===== src/hw/scfg_regs.vh =====
`ifndef SCFG_REGS_VH
`define SCFG_REGS_VH

// Register addresses
`define SCFG_A_DEV_CTRL  8'h02
`define SCFG_A_DEV_CFG1  8'h03
`define SCFG_A_GLOB_CFG  8'h05
`define SCFG_A_RATIO3    8'h06
`define SCFG_A_RATIO0    8'h09
`define SCFG_A_FUNC_CFG1 8'h16
`define SCFG_A_FUNC_CFG2 8'h17

// Device control fields
`define SCFG_B_UNLOCK    7
`define SCFG_B_AUX_DIS   1
`define SCFG_B_CLK_DIS   0

// Device configuration 1 fields
`define SCFG_F_RMOD      7:5
`define SCFG_F_AUX_SRC   2:1
`define SCFG_B_PORT_EN1  0

// Global configuration fields
`define SCFG_B_FREEZE    3
`define SCFG_B_PORT_EN2  0

// Function configuration fields
`define SCFG_B_LOCK_STY  6
`define SCFG_F_REF_DIV   4:3
`define SCFG_B_OUT_UNL   4

// Writable bit masks
`define SCFG_M_DEV_CTRL  8'h03
`define SCFG_M_DEV_CFG1  8'hE7
`define SCFG_M_GLOB_CFG  8'h09
`define SCFG_M_FUNC_CFG1 8'h58
`define SCFG_M_FUNC_CFG2 8'h10

// Reset values
`define SCFG_RST_BYTE    8'h00
`define SCFG_RST_RATIO   32'h0000_0000

// Aux source codes
`define SCFG_AUX_REF     2'h0
`define SCFG_AUX_RSVD    2'h1
`define SCFG_AUX_CLK     2'h2
`define SCFG_AUX_LOCK    2'h3

// Reference divider codes and counts
`define SCFG_DIV4        2'h0
`define SCFG_DIV2        2'h1
`define SCFG_DIV1        2'h2
`define SCFG_DIV_N4      3'h4
`define SCFG_DIV_N2      3'h2
`define SCFG_DIV_N1      3'h1
`define SCFG_DIV_NONE    3'h0

// Ratio format
`define SCFG_RATIO_INT   12
`define SCFG_RATIO_FRAC  20

`endif


===== src/hw/scfg_top.v =====
// Operation
// RULE_01: Freeze set: writes to 02h-04h stored but not applied until cleared. The code has no 04h register and stages only 02h and 03h.
// RULE_02: Freeze clear: control and configuration writes take effect at once.
// RULE_03: Control port mode only when both port enable bits are one.
// RULE_04: Ratio bytes 06h..09h concatenate, lowest address most significant.
// RULE_05: Ratio is unsigned 12.20 fixed point, ratio times two to twenty.
// RULE_06: Lock pin style matters only when aux source select is 11.
// RULE_07: Style 0: aux push-pull, high when unlocked, low when locked.
// RULE_08: Style 1: aux open drain, low when unlocked, floating when locked.
// RULE_09: Reference divider codes 00,01,10 divide by 4,2,1; 11 reserved.
// RULE_10: Host picks divider code matching reference frequency range.
// RULE_11: Output-on-unlock 0: clock outputs forced low while unlocked.
// RULE_12: Output-on-unlock 1: clock outputs always run, even unlocked.
// RULE_13: Registers readable and writable over I2C, write only over SPI.
// RULE_14: Host keeps reserved bits at their default on every write.
// RULE_15: Unlock status bit reads 0 when locked, 1 when unlocked.
`timescale 1ns/1ps
`include "scfg_regs.vh"
`default_nettype none

module scfg_top #(
	parameter RATIO_W = 32
) (
	// Clock and reset
	input  wire               core_clk_in,
	input  wire               rst_n_in,
	// Register port from serial decoder
	input  wire               reg_wr_in,
	input  wire               reg_rd_in,
	input  wire [7:0]         reg_addr_in,
	input  wire [7:0]         reg_wdata_in,
	input  wire               spi_mode_in,
	output reg  [7:0]         reg_rdata_out,
	output reg                reg_rvalid_out,
	// Loop status and clocks
	input  wire               pll_locked_in,
	input  wire               pll_clk_in,
	input  wire               timing_reference_in,
	// Applied configuration
	output wire               ctrl_port_mode_out,
	output wire [RATIO_W-1:0] user_ratio_out,
	output wire [2:0]         rmod_select_out,
	output reg                ref_div_pulse_out,
	// Clock output pin
	output reg                clk_out_out,
	output reg                clk_out_oe_n_out,
	// Auxiliary output pin
	output reg                aux_out_out,
	output reg                aux_out_oe_n_out
);

	// Stored (staged) control and configuration
	reg [7:0] dev_ctrl_q;
	reg [7:0] dev_cfg1_q;
	// Applied copies of the frozen group
	reg [7:0] dev_ctrl_app_q;
	reg [7:0] dev_cfg1_app_q;
	// Registers outside the frozen group
	reg [7:0] glob_cfg_q;
	reg [7:0] func_cfg1_q;
	reg [7:0] func_cfg2_q;
	reg [7:0] ratio_q [0:3];
	// Reference divider state
	reg       ref_prev_q;
	reg [2:0] ref_cnt_q;
	reg [2:0] ref_cnt_d;
	reg       ref_pulse_d;
	reg [2:0] div_n;
	// Read data mux
	reg [7:0] rdata_d;

	wire       unlocked;
	wire       freeze;
	wire       ref_rise;
	wire [1:0] aux_src;
	wire       lock_style;
	wire       out_on_unl;

	// Divide count for a reference divider code
	function [2:0] scfg_div_count;
		input [1:0] code;
		begin
			case (code)
				`SCFG_DIV4: scfg_div_count = `SCFG_DIV_N4;
				`SCFG_DIV2: scfg_div_count = `SCFG_DIV_N2;
				`SCFG_DIV1: scfg_div_count = `SCFG_DIV_N1;
				default:    scfg_div_count = `SCFG_DIV_NONE;
			endcase
		end
	endfunction

	// Register write strobe for one address
	function scfg_hit;
		input       wr;
		input [7:0] addr;
		input [7:0] target;
		begin
			scfg_hit = wr && (addr == target);
		end
	endfunction

	// Address falls inside the ratio bytes
	function scfg_is_ratio;
		input [7:0] addr;
		begin
			scfg_is_ratio = (addr >= `SCFG_A_RATIO3) &&
				(addr <= `SCFG_A_RATIO0);
		end
	endfunction

	// Ratio byte slot of an address, 06h maps to 0
	function [1:0] scfg_ratio_slot;
		input [7:0] addr;
		reg   [7:0] off;
		begin
			off             = addr - `SCFG_A_RATIO3;
			scfg_ratio_slot = off[1:0];
		end
	endfunction

	assign unlocked   = ~pll_locked_in;
	assign freeze     = glob_cfg_q[`SCFG_B_FREEZE];
	assign aux_src    = dev_cfg1_app_q[`SCFG_F_AUX_SRC];
	assign lock_style = func_cfg1_q[`SCFG_B_LOCK_STY];
	assign out_on_unl = func_cfg2_q[`SCFG_B_OUT_UNL];

	// Control port mode needs both enables
	assign ctrl_port_mode_out = dev_cfg1_app_q[`SCFG_B_PORT_EN1] &
		glob_cfg_q[`SCFG_B_PORT_EN2]; // see RULE_03
	assign rmod_select_out = dev_cfg1_app_q[`SCFG_F_RMOD];

	// Staged control/config writes, reserved bits kept at zero
	always @(posedge core_clk_in) begin
		if (!rst_n_in) begin
			dev_ctrl_q <= `SCFG_RST_BYTE;
			dev_cfg1_q <= `SCFG_RST_BYTE;
		end else begin
			if (scfg_hit(reg_wr_in, reg_addr_in, `SCFG_A_DEV_CTRL))
				dev_ctrl_q <= reg_wdata_in & `SCFG_M_DEV_CTRL;
			if (scfg_hit(reg_wr_in, reg_addr_in, `SCFG_A_DEV_CFG1))
				dev_cfg1_q <= reg_wdata_in & `SCFG_M_DEV_CFG1;
		end
	end

	// Applied copies follow staged values only while unfrozen
	// Staged copies keep taking writes, so a read shows what will
	// apply once freeze drops
	always @(posedge core_clk_in) begin
		if (!rst_n_in) begin
			dev_ctrl_app_q <= `SCFG_RST_BYTE;
			dev_cfg1_app_q <= `SCFG_RST_BYTE;
		end else if (!freeze) begin // see RULE_01
			dev_ctrl_app_q <= dev_ctrl_q; // see RULE_02
			dev_cfg1_app_q <= dev_cfg1_q; // see RULE_02
		end
	end

	// Global and function configuration, always applied
	always @(posedge core_clk_in) begin
		if (!rst_n_in) begin
			glob_cfg_q  <= `SCFG_RST_BYTE;
			func_cfg1_q <= `SCFG_RST_BYTE;
			func_cfg2_q <= `SCFG_RST_BYTE;
		end else begin
			if (scfg_hit(reg_wr_in, reg_addr_in, `SCFG_A_GLOB_CFG))
				glob_cfg_q <= reg_wdata_in & `SCFG_M_GLOB_CFG;
			if (scfg_hit(reg_wr_in, reg_addr_in, `SCFG_A_FUNC_CFG1))
				func_cfg1_q <= reg_wdata_in & `SCFG_M_FUNC_CFG1;
			if (scfg_hit(reg_wr_in, reg_addr_in, `SCFG_A_FUNC_CFG2))
				func_cfg2_q <= reg_wdata_in & `SCFG_M_FUNC_CFG2;
		end
	end

	// Ratio bytes, lowest address holds the top byte
	genvar gi;
	generate
		for (gi = 0; gi < 4; gi = gi + 1) begin : g_ratio
			// Byte slot of this register, 0 at 06h
			localparam integer SLOT = gi;
			always @(posedge core_clk_in) begin
				if (!rst_n_in)
					ratio_q[gi] <= `SCFG_RST_BYTE;
				else if (reg_wr_in && scfg_is_ratio(reg_addr_in) &&
					scfg_ratio_slot(reg_addr_in) == SLOT[1:0])
					ratio_q[gi] <= reg_wdata_in;
			end
			// Byte at address 06h+gi lands in byte gi of the ratio, counted from the top
			assign user_ratio_out[RATIO_W-1-8*gi -: 8] =
				ratio_q[gi]; // see RULE_04
		end
	endgenerate
	// Value is 12.20 unsigned: integer in top 12, fraction in low 20
	// see RULE_05

	// Read mux; unlock bit reflects live loop state
	always @* begin
		rdata_d = `SCFG_RST_BYTE;
		case (reg_addr_in)
			`SCFG_A_DEV_CTRL: begin
				rdata_d = dev_ctrl_q;
				rdata_d[`SCFG_B_UNLOCK] = unlocked; // see RULE_15
			end
			`SCFG_A_DEV_CFG1:  rdata_d = dev_cfg1_q;
			`SCFG_A_GLOB_CFG:  rdata_d = glob_cfg_q;
			`SCFG_A_FUNC_CFG1: rdata_d = func_cfg1_q;
			`SCFG_A_FUNC_CFG2: rdata_d = func_cfg2_q;
			default: begin
				if (scfg_is_ratio(reg_addr_in))
					rdata_d = ratio_q[scfg_ratio_slot(reg_addr_in)];
			end
		endcase
	end

	// Reads answered only in I2C mode
	// SPI reads leave rvalid low and the last read data in place
	always @(posedge core_clk_in) begin
		if (!rst_n_in) begin
			reg_rdata_out  <= `SCFG_RST_BYTE;
			reg_rvalid_out <= 1'b0;
		end else begin
			reg_rvalid_out <= reg_rd_in & ~spi_mode_in; // see RULE_13
			if (reg_rd_in && !spi_mode_in)
				reg_rdata_out <= rdata_d; // see RULE_13
		end
	end

	// Reference divider: rising edges counted per divide ratio
	// Reserved code parks the counter and gives no pulses
	assign ref_rise = timing_reference_in & ~ref_prev_q;

	always @* begin
		div_n       = scfg_div_count(
			func_cfg1_q[`SCFG_F_REF_DIV]); // see RULE_09
		ref_cnt_d   = ref_cnt_q;
		ref_pulse_d = 1'b0;
		if (div_n == `SCFG_DIV_NONE) begin
			ref_cnt_d = `SCFG_DIV_NONE;
		end else if (ref_rise) begin
			if (ref_cnt_q + 3'h1 >= div_n) begin
				ref_cnt_d   = `SCFG_DIV_NONE;
				ref_pulse_d = 1'b1;
			end else begin
				ref_cnt_d = ref_cnt_q + 3'h1;
			end
		end
	end

	always @(posedge core_clk_in) begin
		if (!rst_n_in) begin
			ref_prev_q        <= 1'b0;
			ref_cnt_q         <= `SCFG_DIV_NONE;
			ref_div_pulse_out <= 1'b0;
		end else begin
			ref_prev_q        <= timing_reference_in;
			ref_cnt_q         <= ref_cnt_d;
			ref_div_pulse_out <= ref_pulse_d;
		end
	end

	// Clock output: gated low while unlocked unless told to run
	// Registered so a lock change cannot glitch the pin
	always @(posedge core_clk_in) begin
		if (!rst_n_in) begin
			clk_out_out      <= 1'b0;
			clk_out_oe_n_out <= 1'b1;
		end else begin
			clk_out_out      <= pll_clk_in &
				(pll_locked_in | out_on_unl); // see RULE_11 RULE_12
			clk_out_oe_n_out <= dev_ctrl_app_q[`SCFG_B_CLK_DIS];
		end
	end

	// Auxiliary output source, driver type and polarity
	always @(posedge core_clk_in) begin
		if (!rst_n_in) begin
			aux_out_out      <= 1'b0;
			aux_out_oe_n_out <= 1'b1;
		end else begin
			aux_out_oe_n_out <= dev_ctrl_app_q[`SCFG_B_AUX_DIS];
			case (aux_src)
				`SCFG_AUX_REF:
					aux_out_out <= timing_reference_in;
				`SCFG_AUX_CLK:
					aux_out_out <= pll_clk_in &
						(pll_locked_in | out_on_unl); // see RULE_12
				`SCFG_AUX_LOCK: begin
					// Style bit used only here
					if (lock_style) begin // see RULE_06
						aux_out_out <= 1'b0; // see RULE_08
						aux_out_oe_n_out <= pll_locked_in |
							dev_ctrl_app_q[`SCFG_B_AUX_DIS];
					end else begin
						aux_out_out <= unlocked; // see RULE_07
					end
				end
				// Reserved source code holds the pin low
				default:
					aux_out_out <= 1'b0;
			endcase
		end
	end

endmodule // scfg_top

`default_nettype wire


===== config.mk =====
export PLATFORM = sky130hd
export DESIGN_NAME = scfg_top
export DESIGN_NICKNAME = d
export VERILOG_FILES = /design/src/hw/scfg_top.v
export VERILOG_INCLUDE_DIRS = /design/src /design/src/hw
export SDC_FILE = /design/constraint.sdc
export NUM_CORES = 1
export LEC_CHECK = 0
export BUFFER_PORTS_ARGS = -buffer_cell sky130_fd_sc_hd__buf_2
export CORE_MARGIN = 2
export CORE_UTILIZATION = 54
export DETAILED_ROUTE_END_ITERATION = 10
export GPL_TIMING_DRIVEN = 0
export PLACE_DENSITY = 0.79
export SLEW_MARGIN = 20
export SYNTH_ARGS = -nofsm -noshare
export SYNTH_HDL_FRONTEND = slang
export SYNTH_SLANG_ARGS = --single-unit

===== constraint.sdc =====
create_clock -name core_clk_in -period 2.7 [get_ports core_clk_in]
set_clock_uncertainty 0.2 [all_clocks]
set_input_delay 0.135 -clock core_clk_in [delete_from_list [all_inputs] [get_ports core_clk_in]]
set_output_delay 0.135 -clock core_clk_in [all_outputs]
set_load 0.1 [all_outputs]

==> results of run 1 <==
## per-stage QoR
stage | utilization (%) | setup TNS [ps] | instance area [um^2]
after floorplan | - | 0 | 3410
after global placement | 64.1 | -2660 | 3860
after detailed placement | 64.2 | 0 | 3870
after CTS | 69.9 | 0 | 4210
after global routing | 69.9 | 0 | 4210
final | 69.9 | 0 | 4210
## worst max-delay path by stage
stage	from	end	slack, ps
floorplan	reg_addr_in[6]	ratio_q[2][0]	530
global placement	reg_addr_in[6]	ratio_q[2][2]	-220
detailed placement	reg_addr_in[6]	ratio_q[2][2]	90
CTS	reg_addr_in[6]	ratio_q[2][0]	450
global route	reg_addr_in[6]	ratio_q[2][7]	310
finish	reg_addr_in[6]	ratio_q[2][0]	410
## worst max-delay path, stage by stage
cell     delay (ps)
buf_2           140
nor4_4          520
o21a_1          190
buf_2           220
nand2_1         120
o31ai_2         740
## cell type report
type	instances	area, um^2	area share (%)
Buffer	16	83.8	1.99
Clock buffer	10	128	3.03
Clock inverter	6	85.1	2.02
Inverter	1	3.75	0.0891
Multi-Input combinational cell	192	1570	37.2
Sequential cell	72	1760	41.8
Tap cell	75	93.8	2.23
Timing Repair Buffer	85	490	11.6
## per-layer routing
| layer | vias up | part of all wire (%) | global-route usage (%) |
|---|---|---|---|
| met2 | 102 | 48 | 40.0 |
| met3 | 21 | 6.3 | 4.06 |
| met5 | - | 0 | 0 |
| met1 | 1241 | 43 | 30.8 |
| li1 | 1221 | - | - |
| met4 | 0 | 2.7 | 9.68 |
## kinds of logic after synthesis
| kind of cell | Yosys count | synth area share, % |
|---|---|---|
| AO/OA/AOI/OAI | 35 | 6.90 |
| XOR/XNOR | 4 | 1.03 |
| adder cells (fa/ha/maj) | 4 | 1.47 |
| buffers and inverters | 17 | 2.57 |
| flip-flops | 72 | 51.7 |
| multiplexers | 34 | 13.0 |
| AND/OR/NAND/NOR | 115 | 23.4 |
## Yosys cell counts, types with 2 or more instances
master,instances
dfxtp_1,40
and2_1,36
edfxtp_1,32
nor2b_1,25
mux2i_1,23
nand2_1,16
o21ai_0,12
mux4_2,8
clkbuf_1,7
a31oi_1,6
nand4_1,6
buf_4,5
buf_2,4
ha_1,4
nand2b_1,4
nand3b_1,4
nor4_4,4
a211oi_1,3
mux2_2,3
nor3_4,3
a21o_1,2
a21oi_1,2
and3b_1,2
nand3_1,2
nor2_1,2
nor3_1,2
o21a_1,2
xnor2_1,2
xor2_1,2
## sequential cells by signal, summed over array words and instances, names as in the netlist
register           flops
func_cfg1_q            3
ref_div_pulse_out      1
reg_rvalid_out         1
dev_ctrl_app_q         2
glob_cfg_q             2
dev_cfg1_q             6
dev_ctrl_q             2
clk_out_oe_n_out       1
ratio_q               32
ref_cnt_q              3
clk_out_out            1
dev_cfg1_app_q         6
aux_out_out            1
reg_rdata_out          8
aux_out_oe_n_out       1
func_cfg2_q            1
ref_prev_q             1
## power by group
group	switching (mW)	internal, mW
combinational	0.384	0.105
clock	0.408	0.518
sequential	0.0204	1.17
==> impl_metrics.csv, run 1 <==
group,metric,value,unit
run_status,status,"finished clean",
logic_synthesis,synthArstFlopShare,0,%
logic_synthesis,synth_fp_nets,309,
sta,final.setup.worst_slack,409,ps
logic_synthesis,ys_types,47,
critical_path,critPathKind,"primary input to flop",
floorplanning,core_area,6030,um^2
cts,cts_root_buf,"clkbuf_8",
sta,hold_viol_final,0,
logic_synthesis,postSynthAreaPerCell,12.1,um^2
finish,drive_gt1_share,31.4,%
logic_synthesis,synthCells,281,
cts,cts_tree,"yes",
critical_path,crit_arrival,2060,ps
critical_path,cp-end-kind,"flop",
sta,hold_ws,47.1,ps
finish,mostFrequentLayoutCells,"buf_2 (76), dfxtp_1 (40), and2_1 (36)",
logic_synthesis,ys_ff_latch,72,
sta,setup_viol,0,
detailed_routing,via_per_inst,5.66,
cts,postCtsSetupRepairBufs,0,
power_and_ir_drop,vdd_ir_drop_max,0.411,mV
detailed_routing,via_count,2585,
cts,h-tree-depth,3,
logic_synthesis,syn_area,3410,um^2
worst_hold_path,min-delay-start,"spi_mode_in",
finish,final_common_cell,"buf_2",
worst_hold_path,min_delay_worst_endpoint,"reg_rdata_out[3]",
detailed_routing,drc,0,
power_and_ir_drop,p_total,2.61,mW
cts,clk_pin_slew,70,ps
sta,slew_headroom,34.4,%
finish,final.fill_count,445,
floorplanning,pin_count,74,
placement,dpl.hpwl,5.74,mm
logic_synthesis,seq_area_frac_synth,51.7,%
cts,clkLatencyLatePin,340,ps
finish,diodes,0,
global_routing,grt_pass1_vias,2551,
cts,clock_sinks,72,
global_routing,grt_max_degree,14,
sta,fin_crit_sh,84.9,%
floorplanning,die_w,83.5,um
detailed_routing,dr.pass1.iters,4,
worst_hold_path,min_path_type,"primary input to flop",
detailed_routing,drt_iter0_drc,194,
logic_synthesis,synth_top_area_share,28.2,%
floorplanning,start_util,56.6,%
global_routing,gr-total-overflow,0,
critical_path,worstPathMaxFanout,9,
logic_synthesis,yosysWarnings,0,
floorplanning,rows,28,
global_routing,grt_first_pass_wirelength,12.9,mm
logic_synthesis,synth-main-ff-cell,"dfxtp_1",
global_routing,grt_util_all_layers,23.8,%
finish,design.final.nets,405,
sta,drv_slew,0,
critical_path,r2r_start,"ref_cnt_q[0]",
cts,cts_hold_buf,13,
run,cap_viol_max_count,0,
critical_path,r2r_cells,5,
critical_path,worstReg2RegEnd,"ref_cnt_q[1]",
finish,syn2layout_area_growth,23.5,%
floorplanning,dieArea,6970,um^2
power_and_ir_drop,p_leak,1.73,nW
logic_synthesis,synth_edf_count,32,
placement,pre_cts_slack,89.7,ps
worst_hold_path,hold_depth,4,
finish,layout.cells.non_filler,457,
cts,ctsResizeCount,0,
sta,fmax,0.436,GHz
floorplanning,fp.dieH,83.5,um
detailed_routing,final_antenna_net_count,0,
sta,rsz0062_at_grt,"false",
cts,cts_made_buffers,9,
global_routing,antenna_found_initial,0,
placement,io_buffers,72,
logic_synthesis,synth_top_area_cell,"edfxtp_1",
placement,dp.cells,428,
critical_path,cp-start-kind,"primary input",
sta,worst_pin_slew,977,ps
critical_path,cp.required,2470,ps
detailed_routing,routedWlPerCell,18.1,um
cts,cts_buffer_depth,2,
power_and_ir_drop,power_density,620,nW/um^2
sta,period_needed,2290,ps
critical_path,rrSetupSlack,870,ps
placement,finalWeightedCongestion,0.866,
detailed_routing,wl,8.26,mm
logic_synthesis,netlist_top_cells_area,"edfxtp_1 (28%), dfxtp_1 (23%), mux2i_1 (6.7%), and2_1 (6.6%), mux4_2 (5.3%)",
(Power assumes the default switching activity.)
==> run 2, diff against run 1 <==
--- a/config.mk
+++ b/config.mk
@@ -8,10 +8,10 @@
 export LEC_CHECK = 0
 export BUFFER_PORTS_ARGS = -buffer_cell sky130_fd_sc_hd__buf_2
 export CORE_MARGIN = 2
-export CORE_UTILIZATION = 54
+export CORE_UTILIZATION = 49
 export DETAILED_ROUTE_END_ITERATION = 10
 export GPL_TIMING_DRIVEN = 0
-export PLACE_DENSITY = 0.79
+export PLACE_DENSITY = 0.76
 export SLEW_MARGIN = 20
 export SYNTH_ARGS = -nofsm -noshare
 export SYNTH_HDL_FRONTEND = slang
==> constraint.sdc (replaced) <==
create_clock -name core_clk_in -period 1.9 [get_ports core_clk_in]
set_clock_uncertainty 0.2 [all_clocks]
set_input_delay 0.095 -clock core_clk_in [delete_from_list [all_inputs] [get_ports core_clk_in]]
set_output_delay 0.095 -clock core_clk_in [all_outputs]
set_load 0.1 [all_outputs]
==> run 2 against run 1 <==
Design area is 2.1% higher. Clock power is 45% higher. Via count is 0.66% lower.
==> impl_metrics.csv, run 2 (same netlist as run 1, synthesis figures left out) <==
group,metric,value,unit
run_status,status,"finished clean",
critical_path,cp.required,1710,ps
global_routing,grt_first_pass_wirelength,12.9,mm
finish,layout.cells.non_filler,466,
detailed_routing,dr.pass1.iters,5,
global_routing,antenna_found_initial,0,
global_routing,gr-total-overflow,0,
sta,hold_viol_final,0,
floorplanning,die_w,87.4,um
finish,drive_gt1_share,34.2,%
critical_path,critPathKind,"primary input to flop",
sta,setup_viol,0,
critical_path,worstPathMaxFanout,9,
detailed_routing,wl,8.29,mm
finish,mostFrequentLayoutCells,"buf_2 (76), dfxtp_1 (37), and2_1 (36)",
sta,worst_pin_slew,722,ps
sta,fin_crit_sh,95.3,%
worst_hold_path,hold_depth,4,
floorplanning,rows,30,
power_and_ir_drop,vdd_ir_drop_max,0.446,mV
sta,rsz0062_at_grt,"false",
placement,placed_area,3880,um^2
global_routing,grt_max_degree,14,
sta,period_needed,1810,ps
detailed_routing,drc,0,
critical_path,cp-start-kind,"primary input",
critical_path,worstReg2RegEnd,"ref_cnt_q[2]",
power_and_ir_drop,p_leak,1.75,nW
sta,slew_headroom,51.9,%
detailed_routing,drt_iter0_drc,228,
placement,pre_cts_slack,-591,ps
floorplanning,fp.dieH,87.4,um
critical_path,cp_common_cell,"buf_2",
finish,design.final.nets,409,
floorplanning,pin_count,74,
placement,dpl.hpwl,5.82,mm
critical_path,crit_arrival,1620,ps
cts,clk_pin_slew,70,ps
finish,largest_reg_flops,32,
sta,finalSetupTns,0,ps
placement,dp.cells,433,
cts,clock_sinks,72,
critical_path,slowest_stage,"nor4_4",
finish,fin_area,4300,um^2
finish,top_register,"ratio_q",
sta,final.setup.worst_slack,89.6,ps
critical_path,r2r_start,"ref_cnt_q[0]",
cts,cts_root_buf,"clkbuf_8",
sta,hold_ws,11.7,ps
detailed_routing,final_antenna_net_count,0,
sta,fmax,0.552,GHz
critical_path,cp-end-kind,"flop",
finish,reg_top3,"ratio_q: 32 flops, reg_rdata_out: 8 flops",
critical_path,path_cells,"buf_2, nor4_4, o21a_1, buf_2, nand2_1, o21ai_4",
critical_path,rrSetupSlack,100,ps
worst_hold_path,min-delay-start,"reg_addr_in[5]",
cts,h-tree-depth,3,
power_and_ir_drop,power_density,871,nW/um^2
finish,diodes,0,
floorplanning,dieArea,7640,um^2
finish,syn2layout_area_growth,26.1,%
cts,cts_tree,"yes",
placement,finalWeightedCongestion,0.806,
cts,cts_made_buffers,9,
floorplanning,start_util,50.5,%
global_routing,grt_pass1_vias,2548,
detailed_routing,via_per_inst,5.51,
cts,cts_buffer_depth,2,
cts,clkLatencyLatePin,350,ps
worst_hold_path,min_delay_worst_endpoint,"reg_rdata_out[7]",
placement,io_buffers,72,
finish,final_common_cell,"buf_2",
floorplanning,core_area,6760,um^2
global_routing,grt_util_all_layers,22.7,%
finish,final.fill_count,503,
run,cap_viol_max_count,0,
critical_path,r2r_cells,5,
detailed_routing,via_count,2568,
worst_hold_path,min_path_type,"primary input to flop",
sta,drv_slew,0,
detailed_routing,routedWlPerCell,17.8,um
critical_path,max_stage_delay,450,ps
-- run 2: cell count changes in the layout (fill, tap and decap cells not counted), sizes merged --
cell         change
clkinv           -1
dlygate4sd3      +2
buf              +2
clkinvlp         +2
clkbuf           -1
-- run 2: timing repair --
item / CTS / global route
cloned: 0 / 0
pin swaps: 0 / 1
setup endpoints to repair: 16 / 37
buffers inserted: 0 / 2
hold buffers: 15 / 0
endpoints found under the hold margin: 59 / 0
resized for setup: 2 / 8
-- run 2: worst max path at each step --
stage / start / to / slack [ps] / depth (start not counted)
floorplan: ratio_q[1][0] / reg_rdata_out[0] / -7 / 3
global placement: reg_addr_in[6] / ratio_q[0][6] / -630 / 4
detailed placement: reg_addr_in[6] / ratio_q[3][2] / -590 / 6
CTS: reg_addr_in[6] / ratio_q[3][6] / -0.5 / 6
global route: reg_addr_in[6] / ratio_q[3][3] / 9 / 6
finish: reg_addr_in[6] / ratio_q[3][3] / 90 / 6
-- run 2: critical path, delay by kind of cell --
family	cells	cell delay, ps
buffers and inverters	2	340
AO/OA/AOI/OAI	2	560
AND/OR/NAND/NOR	2	620
-- run 2: cell type report --
cell class                 count  area [um^2]  area share [%]
buffer                        16         83.8            1.95
multi-input combinational    192         1600            37.2
inverter                       1         3.75          0.0873
tap                           80          100            2.33
clock buffer                   9          124            2.88
clock inverter                 7         96.3            2.24
timing repair buffer          89          526            12.2
sequential                    72         1770            41.1
-- run 2: report_power, final --
group | internal, mW | switching, mW
clock | 0.738 | 0.600
sequential | 1.67 | 0.0296
combinational | 0.156 | 0.552
total | 2.56 | 1.18
-- run 2: per-layer routing --
metal  GRT usage [%]  vias up  part of all wire, %
met1            30.1     1232                   43
met5               0        -                    0
met2            36.6       94                   50
met3            4.08       12                  5.6
li1                -     1230                    -
met4            9.37        0                  1.6
-- run 2: per-stage QoR --
stage                     utilization [%]  power [mW]
after floorplan                         -        2.26
after global placement               57.4        2.40
after detailed placement             57.4        2.41
after CTS                            63.0        3.74
after global routing                 63.6        3.84
final                                63.6        3.74
